===== config.mk =====
export PLATFORM = sky130hd
export DESIGN_NAME = slb_selftest_ctrl
export DESIGN_NICKNAME = d
export VERILOG_FILES = /design/src/rtl/slb_port_check.v /design/src/rtl/slb_selftest_ctrl.v
export VERILOG_INCLUDE_DIRS = /design/src /design/src/rtl
export SDC_FILE = /design/constraint.sdc
export NUM_CORES = 1
export LEC_CHECK = 0
export BUFFER_PORTS_ARGS = -buffer_cell sky130_fd_sc_hd__buf_4
export CORE_ASPECT_RATIO = 0.8
export CORE_UTILIZATION = 56
export DETAILED_ROUTE_END_ITERATION = 16
export PLACE_DENSITY_LB_ADDON = 0.2
export SLEW_MARGIN = 0
export SYNTH_ARGS = -nofsm -noshare
export SYNTH_HDL_FRONTEND = slang
export SYNTH_SLANG_ARGS = --single-unit

===== constraint.sdc =====
create_clock -name mclk -period 3.7 [get_ports mclk]
set_input_delay 0.37 -clock mclk [delete_from_list [all_inputs] [get_ports mclk]]
set_output_delay 0.37 -clock mclk [all_outputs]
set_load 0.02 [all_outputs]

===== src/rtl/slb_consts.vh =====
// Constants for the serial link self-test controller.
`ifndef SLB_CONSTS_VH
`define SLB_CONSTS_VH
`define SLB_ADDR_ERR_COUNT 8'h57
`define SLB_ADDR_CONTROL 8'hb3
`define SLB_ADDR_REMOTE_ACT 8'hd0
`define SLB_CTL_ENABLE_BIT 0
`define SLB_CTL_CLKSEL_LO 1
`define SLB_CTL_CLKSEL_HI 2
`define SLB_CTL_OUTGATE_LO 6
`define SLB_CTL_OUTGATE_HI 7
`define SLB_CTL_RESET 8'h00
`define SLB_REMOTE_ACT_BIT 5
`define SLB_OUTGATE_OFF 2'b00
`define SLB_OUTGATE_ON 2'b10
`define SLB_CLKSEL_EXTERNAL 2'b00
`define SLB_ERR_NOLOCK 8'hff
`define SLB_ERR_MAX 8'hfe
`define SLB_SER_CLK_REG 8'h14
`define SLB_SER_CLK_MASK 8'hf9
`define SLB_SER_TEST_REG 8'hb3
`define SLB_SER_TEST_ON 8'h01
`define SLB_SER_TEST_OFF 8'h00
`endif


===== src/rtl/slb_port_check.v =====
// Per receive port error counter and pass indication for the link self test.
`include "slb_consts.vh"
module slb_port_check (
	input wire mclk,
	input wire reset,
	input wire test_start,
	input wire test_active,
	input wire rx_lock,
	input wire pattern_error,
	output wire [7:0] error_count,
	output wire pass
);
	reg [7:0] count_ff;
	reg [7:0] nxt_count;
	reg lock_seen_ff;
	reg nxt_lock_seen;
	reg lock_lost_ff;
	reg nxt_lock_lost;
	reg pass_ff;
	reg nxt_pass;

	always @* begin
		nxt_count = count_ff;
		nxt_lock_seen = lock_seen_ff;
		nxt_lock_lost = lock_lost_ff;
		nxt_pass = 1'b1;
		// clear at start
		if (test_start) begin
			nxt_count = 8'h00;
			nxt_lock_seen = 1'b0;
			nxt_lock_lost = 1'b0;
		end else if (test_active) begin
			if (rx_lock) begin
				nxt_lock_seen = 1'b1;
			end else if (lock_seen_ff) begin
				nxt_lock_lost = 1'b1;
			end
			// saturate at maximum
			if (rx_lock && pattern_error && count_ff < `SLB_ERR_MAX) begin
				nxt_count = count_ff + 8'h01;
			end
			// pass drops per error
			if (pattern_error) begin
				nxt_pass = 1'b0;
			end
		end
	end

	always @(posedge mclk) begin
		if (reset) begin
			count_ff <= 8'h00;
			lock_seen_ff <= 1'b0;
			lock_lost_ff <= 1'b0;
			pass_ff <= 1'b1;
		end else begin
			count_ff <= nxt_count;
			lock_seen_ff <= nxt_lock_seen;
			lock_lost_ff <= nxt_lock_lost;
			pass_ff <= nxt_pass;
		end
	end

	// no lock reads as full
	assign error_count = (lock_seen_ff && !lock_lost_ff) ? count_ff : `SLB_ERR_NOLOCK;
	assign pass = pass_ff;
endmodule


===== src/rtl/slb_selftest_ctrl.v =====
// Serial link self-test controller: start, remote setup, checking and output gating.
// Summary of operation
// Test runs while the enable pin is high or the control enable bit is set.
// On start, write the remote serializer's test setup over the back channel.
// The remote serializer sends an unbroken random pattern at full speed.
// Check the received pattern and count errors per receive port.
// The remote serializer counts back-channel check-field errors.
// Lock, pass and line monitor outputs keep working during the test.
// Pin start copies the two pin levels into the remote clock-select field.
// Clock-select pins are sampled once at the enable pin rising edge.
// Software avoids clock-select 11 with older serializers.
// Any port's pass indication may be routed to a general pin.
// Pass goes low for each data error on the selected port.
// Counter reads ff without lock, otherwise never above fe.
// A readable bit shows self test active in the remote serializer.
// Output gating 00 disables outputs, 10 enables them during test.
// With outputs enabled the transmitter rests in LP11 unless generator runs.
// Register start writes the clock-source field, sampled only at start.
// Software also routes each port's lock status to a general pin; the code routes only pass to the pin, lock shows only as lock_all.
// Counters clear at test start and hold their value after the end.
// Counter saturates instead of wrapping while lock holds.
`include "slb_consts.vh"
module slb_selftest_ctrl #(
	parameter NUM_PORTS = 2,
	parameter PORT_BITS = 1
) (
	input wire mclk,
	input wire reset,
	input wire link_selftest_enable_pin,
	input wire [1:0] clock_select_pins,
	input wire reg_wr,
	input wire [7:0] reg_addr,
	input wire [7:0] reg_wdata,
	input wire [PORT_BITS-1:0] reg_port,
	output reg [7:0] reg_rdata,
	input wire [NUM_PORTS-1:0] rx_lock,
	input wire [NUM_PORTS-1:0] pattern_error,
	input wire [NUM_PORTS-1:0] remote_selftest_active,
	input wire [PORT_BITS-1:0] pin_function_select,
	output wire pass_to_pin,
	output wire pass_all,
	output wire lock_all,
	input wire line_monitor_in,
	output wire line_monitor_output,
	output wire selftest_active,
	output wire outputs_enabled,
	input wire pattern_gen_enable,
	output wire csi_hold_lp11,
	output reg bc_wr_valid,
	output reg [7:0] bc_wr_addr,
	output reg [7:0] bc_wr_data,
	input wire bc_wr_ready
);
	localparam ST_IDLE = 2'd0;
	localparam ST_CLK = 2'd1;
	localparam ST_ON = 2'd2;
	localparam ST_RUN = 2'd3;

	reg [7:0] ctl_ff;
	reg en_meta_ff;
	reg en_sync_ff;
	reg en_prev_ff;
	reg [1:0] gp_meta_ff;
	reg [1:0] gp_sync_ff;
	reg [NUM_PORTS-1:0] ract_meta_ff;
	reg [NUM_PORTS-1:0] ract_sync_ff;
	reg active_ff;
	reg [1:0] clksel_ff;
	reg [1:0] state_ff;
	reg [1:0] nxt_state;
	reg stop_pend_ff;
	wire want_test;
	wire test_start;
	wire test_end;
	wire [NUM_PORTS-1:0] pass_vec;
	wire [8*NUM_PORTS-1:0] count_vec;

	always @(posedge mclk) begin
		if (reset) begin
			en_meta_ff <= 1'b0;
			en_sync_ff <= 1'b0;
			en_prev_ff <= 1'b0;
			gp_meta_ff <= 2'b00;
			gp_sync_ff <= 2'b00;
			ract_meta_ff <= {NUM_PORTS{1'b0}};
			ract_sync_ff <= {NUM_PORTS{1'b0}};
		end else begin
			en_meta_ff <= link_selftest_enable_pin;
			en_sync_ff <= en_meta_ff;
			en_prev_ff <= en_sync_ff;
			gp_meta_ff <= clock_select_pins;
			gp_sync_ff <= gp_meta_ff;
			ract_meta_ff <= remote_selftest_active;
			ract_sync_ff <= ract_meta_ff;
		end
	end

	// pin or register start
	assign want_test = en_sync_ff | ctl_ff[`SLB_CTL_ENABLE_BIT];
	assign test_start = want_test & ~active_ff;
	assign test_end = ~want_test & active_ff;

	always @(posedge mclk) begin
		if (reset) begin
			ctl_ff <= `SLB_CTL_RESET;
			active_ff <= 1'b0;
			clksel_ff <= `SLB_CLKSEL_EXTERNAL;
		end else begin
			if (reg_wr && reg_addr == `SLB_ADDR_CONTROL) begin
				ctl_ff <= reg_wdata;
			end
			active_ff <= want_test;
			if (test_start) begin
				// pins sampled on enable rise
				// pin start uses pin levels
				if (en_sync_ff && !en_prev_ff) begin
					clksel_ff <= gp_sync_ff;
				end else begin
					// register field sampled once
					clksel_ff <= ctl_ff[`SLB_CTL_CLKSEL_HI:`SLB_CTL_CLKSEL_LO];
				end
			end
		end
	end

	// back-channel setup writes
	always @* begin
		nxt_state = state_ff;
		bc_wr_valid = 1'b0;
		bc_wr_addr = 8'h00;
		bc_wr_data = 8'h00;
		case (state_ff)
			ST_IDLE: begin
				if (test_start) begin
					nxt_state = ST_CLK;
				end else if (stop_pend_ff) begin
					bc_wr_valid = 1'b1;
					bc_wr_addr = `SLB_SER_TEST_REG;
					bc_wr_data = `SLB_SER_TEST_OFF;
				end
			end
			ST_CLK: begin
				bc_wr_valid = 1'b1;
				bc_wr_addr = `SLB_SER_CLK_REG;
				bc_wr_data = {5'h00, clksel_ff, 1'b0};
				if (bc_wr_ready) begin
					nxt_state = ST_ON;
				end
			end
			ST_ON: begin
				bc_wr_valid = 1'b1;
				bc_wr_addr = `SLB_SER_TEST_REG;
				bc_wr_data = `SLB_SER_TEST_ON;
				if (bc_wr_ready) begin
					nxt_state = ST_RUN;
				end
			end
			default: begin
				// A restart that comes before the return to idle must still program the remote.
				if (test_start) begin
					nxt_state = ST_CLK;
				end else if (!active_ff) begin
					nxt_state = ST_IDLE;
				end
			end
		endcase
	end

	always @(posedge mclk) begin
		if (reset) begin
			state_ff <= ST_IDLE;
			stop_pend_ff <= 1'b0;
		end else begin
			state_ff <= nxt_state;
			if (test_end) begin
				stop_pend_ff <= 1'b1;
			end else if (test_start || (state_ff == ST_IDLE && bc_wr_ready)) begin
				stop_pend_ff <= 1'b0;
			end
		end
	end

	// one checker per port
	genvar gi;
	generate
		for (gi = 0; gi < NUM_PORTS; gi = gi + 1) begin : g_port
			slb_port_check u_check (
				.mclk(mclk),
				.reset(reset),
				.test_start(test_start),
				.test_active(active_ff),
				.rx_lock(rx_lock[gi]),
				.pattern_error(pattern_error[gi]),
				.error_count(count_vec[8*gi+7:8*gi]),
				.pass(pass_vec[gi])
			);
		end
	endgenerate

	// pass routed to pin
	assign pass_to_pin = pass_vec[pin_function_select];
	// indications stay live
	assign pass_all = &pass_vec;
	assign lock_all = &rx_lock;
	assign line_monitor_output = line_monitor_in;
	assign selftest_active = active_ff;
	// output gating field
	assign outputs_enabled = ~active_ff |
		(ctl_ff[`SLB_CTL_OUTGATE_HI:`SLB_CTL_OUTGATE_LO] == `SLB_OUTGATE_ON);
	// rest in LP11
	assign csi_hold_lp11 = active_ff & outputs_enabled & ~pattern_gen_enable;

	// remote active readback
	always @* begin
		if (reg_addr == `SLB_ADDR_ERR_COUNT) begin
			reg_rdata = count_vec[8*reg_port +: 8];
		end else if (reg_addr == `SLB_ADDR_CONTROL) begin
			reg_rdata = ctl_ff;
		end else if (reg_addr == `SLB_ADDR_REMOTE_ACT) begin
			reg_rdata = {2'b00, ract_sync_ff[reg_port], 5'h00};
		end else begin
			reg_rdata = 8'h00;
		end
	end
endmodule


==> impl_results.md <==
* Net Sw Power at 0.000333 W
* Slew headroom at 0.462
* Vias per cell at 6.03
* RR Endpoint: g_port[1].u_check.count_ff[5]$_SDFFE_PP0P_
* H-tree depth at 2
* Lkg Pwr at 1.18 nW
* Startpoint types: flop
* Share of cells above drive strength 1 at 0.209
* Max-Cap Viols at 0
* Flop2flop setup slack at 1.61 ns
* Fill count at 345
* Routed Antenna Nets at 0
* Final RePlAce weighted congestion at 0.884
* Area grow syn2layout at 18.1%
* Die ar. at 0.00462 mm²
* Top-count cell post-synth: dfxtp_1
* Worst-Margin Slew at 0.806 ns
* Setup-failing EPs final at 0
* Sinks on Clock Net at 47
* Most used flip-flop cell after synthesis: dfxtp_1
* # IOs at 65
* FFs w/ async S/R, synth at 0
* First-pass GRT wire length at 8.82 mm
* Kind of end point of the critical path: output pin
* Port bufs at 55
* Crit path DAT at 2.05 ns
* Min-delay worst type: in -> reg
* Detailed Place HPWL at 4.10 mm
* Largest cells by area after synthesis: dfxtp_1 39%, mux2i_1 4.9%, nor2b_1 3.9%, buf_4 3.7%, a21oi_1 3.3%
* Hold depth at 2
* EDFF count, synth at 0
* Worst-Skew Late Latency at 0.31 ns
* Yosys warnings at 0
* Die height at 61.0 µm
* Post-synth top cells: 47 x dfxtp_1, 16 x a21oi_1, 16 x nand2_1
* Routed WL at 5.59 mm
* Reg power frac at 0.480
* Fin crit share at 0.655
* Required time worst endpoint at 3.33 ns
* Worst hold path startpoint: pattern_error[1]
* CTS root buffer: clkbuf_8
* Max Fclk at 413 MHz
* Post-cts repair resize count at 0
* FF-to-FF path depth at 3
* Maximum net fanout on the critical path at 18
* Largest stage delay, worst path at 0.72 ns
* Core area at 0.00418 mm²
* Initial Util at 0.583
* Cell-internal power at 0.000783 W
* # DRC at 0
* Slowest stage cell, crit path: dfxtp_1
* Switch share at 0.298
* Placed Instances at 370
* Power density over cell area at 387 mW/mm²
* Combinational share of power at 0.236
* Vias in the first global route at 1916
* Die Wd at 75.8 µm
* CTS tree: done
* Initial antenna violation count at 0
* Per-cell routed wire length at 14.8 µm
* Vias at 2274
* Largest net degree at the start of global routing at 34
* Synth Register Bits at 47
* Critical Path, Cell by Cell: o21bai_1 -> nand4_1 -> o21ai_1 -> buf_4
* Seq/Total Area, Yosys at 0.386
* All-Layer GR Usage at 0.256
* Setup Fix Bufs, Post-CTS at 0
* Clock buffer depth at 2
* Cells after Synth at 281
* Crit path kind: reg -> out
* Hold buffer count at cts at 0
* Net count, final at 359
* Clock Skew at 0.00562 ns
* Count of final hold-check violations at 0
* Mapped Area at 0.00244 mm²
* Post-synth top area share at 0.386
* Number of DRC markers in iteration 0 at 224
* Reg2reg start: selftest_active$_SDFF_PP0_
* Row Count at 21
* Min Tclk post-route at 2.42 ns
* Peak VDD IR at 0.000269 V
* Cts bufs inserted at 5
* Avg Cell Area, Syn at 8.67 µm²
* DRT Pass-1 Iters at 5
* RSZ-0062 raised after global routing: no
* Post-synth top area cell: dfxtp_1
* Reg clk slew, reported paths at 0.08 ns
* Grt total ovfl at 0
* Post-synth cell types at 44
* Worst hold endpoint: g_port[1].u_check.pass$_SDFF_PP1_
* Setup TNS at 0 ns
* Outcome: finished, final reports clean
* Layout Cells excl Fill at 377
* Clk pwr share at 0.284
* Max Slew Vio Count at 0
* Antenna Diode Count at 0
-- through the flow --
| step | hold WS, ns | utilization | total power, W | worst slack, ns | area [µm²] |
|---|---|---|---|---|---|
| global placement | 0.417 | 0.668 | 0.000803 | 1.64 | 2790 |
| finish | 0.244 | 0.689 | 0.00112 | 1.28 | 2880 |
| CTS | 0.239 | 0.689 | 0.00112 | 1.32 | 2880 |
| floorplan | 0.414 | - | 0.000732 | 1.68 | 2460 |
| detailed placement | 0.426 | 0.668 | 0.000808 | 1.59 | 2790 |
| global route | 0.247 | 0.689 | 0.00116 | 1.20 | 2880 |
-- worst max-delay path, delay by kind of cell, from the launching register on --
kind	cells	cell delay (ns)
flops	1	0.72
compound gates	2	0.67
buf+inv	1	0.20
simple gates	1	0.17
-- layout make-up --
type / instances / area, µm² / share of cell area
timing repair buffer: 56 / 420 / 0.146
multi-input combinational: 202 / 1330 / 0.462
clock inverter: 1 / 5.00 / 0.00174
sequential: 47 / 941 / 0.327
tap: 57 / 71.3 / 0.0248
inverter: 8 / 30.0 / 0.0104
clock buffer: 6 / 82.6 / 0.0287
-- registers in the layout (all words and copies together), names as in the netlist --
register,count
g_port.u_check.lock_lost_ff,2
ctl_ff,8
g_port.u_check.lock_seen_ff,2
clksel_ff,2
en_meta_ff,1
en_prev_ff,1
state_ff,2
selftest_active,1
gp_meta_ff,2
en_sync_ff,1
gp_sync_ff,2
g_port.u_check.pass,2
ract_sync_ff,2
g_port.u_check.count_ff,16
stop_pend_ff,1
ract_meta_ff,2
-- routing by layer --
metal  GRT usage  routed length (µm)  vias to the layer above
met1       0.358                2520                     1065
met5           0                   0                        -
met4      0.0741                  85                        0
met3      0.0681                 365                       14
li1            -                   -                     1105
met2       0.389                2620                       90
-- layout by cell type (no fill, tap or decap), types with 2 or more instances in the layout --
cell type,n
o21ai_1,2
a311oi_1,2
a41oi_1,2
a21oi_1,16
o22ai_1,8
clkbuf_8,6
mux2i_1,12
dfxtp_1,47
conb_1,7
nand4bb_1,2
a211oi_1,9
o21ba_2,2
nand3_1,14
or4b_1,2
and2_1,3
and4b_1,2
o2bb2ai_1,6
nand2_1,16
ha_1,6
o31ai_1,8
and3_1,10
nor2b_1,15
a31oi_1,8
buf_4,56
or3_1,8
nor3_1,2
inv_1,8
o21bai_1,2
and4_1,2
nor2_1,14
nand4_1,11
-- power by group through the flow --
stage | clock network, W | logic [W] | registers, W
floorplan | 0 | 0.000190 | 0.000542
global placement | 0 | 0.000257 | 0.000546
global route | 0.000339 | 0.000284 | 0.000538
CTS | 0.000322 | 0.000263 | 0.000535
detailed placement | 0 | 0.000262 | 0.000547
finish | 0.000317 | 0.000263 | 0.000536
-- kinds of logic after synthesis --
kind of cell / Yosys count / share of synthesized area
and+or+nand+nor: 107 / 0.254
AOI/OAI and AO/OA: 69 / 0.196
DFF: 47 / 0.386
buffers and inverters: 38 / 0.0780
muxes: 13 / 0.0539
adders and majority gates: 6 / 0.0308
other: 1 / 0.00154
-- worst max-delay path by stage --
stage                          startpoint            end  slack [ns]  cells past startpoint
2_1_floorplan  selftest_active$_SDFF_PP0_  bc_wr_addr[4]        1.68                      5
3_3_place_gp                  reg_addr[5]   reg_rdata[5]        1.64                      5
3_5_place_dp                  reg_addr[5]   reg_rdata[2]        1.59                      5
4_1_cts        selftest_active$_SDFF_PP0_  bc_wr_addr[7]        1.32                      4
5_1_grt        selftest_active$_SDFF_PP0_  bc_wr_addr[0]        1.20                      4
6_report       selftest_active$_SDFF_PP0_  bc_wr_addr[7]        1.28                      4
Note: power is estimated with default switching activity, not from simulation.
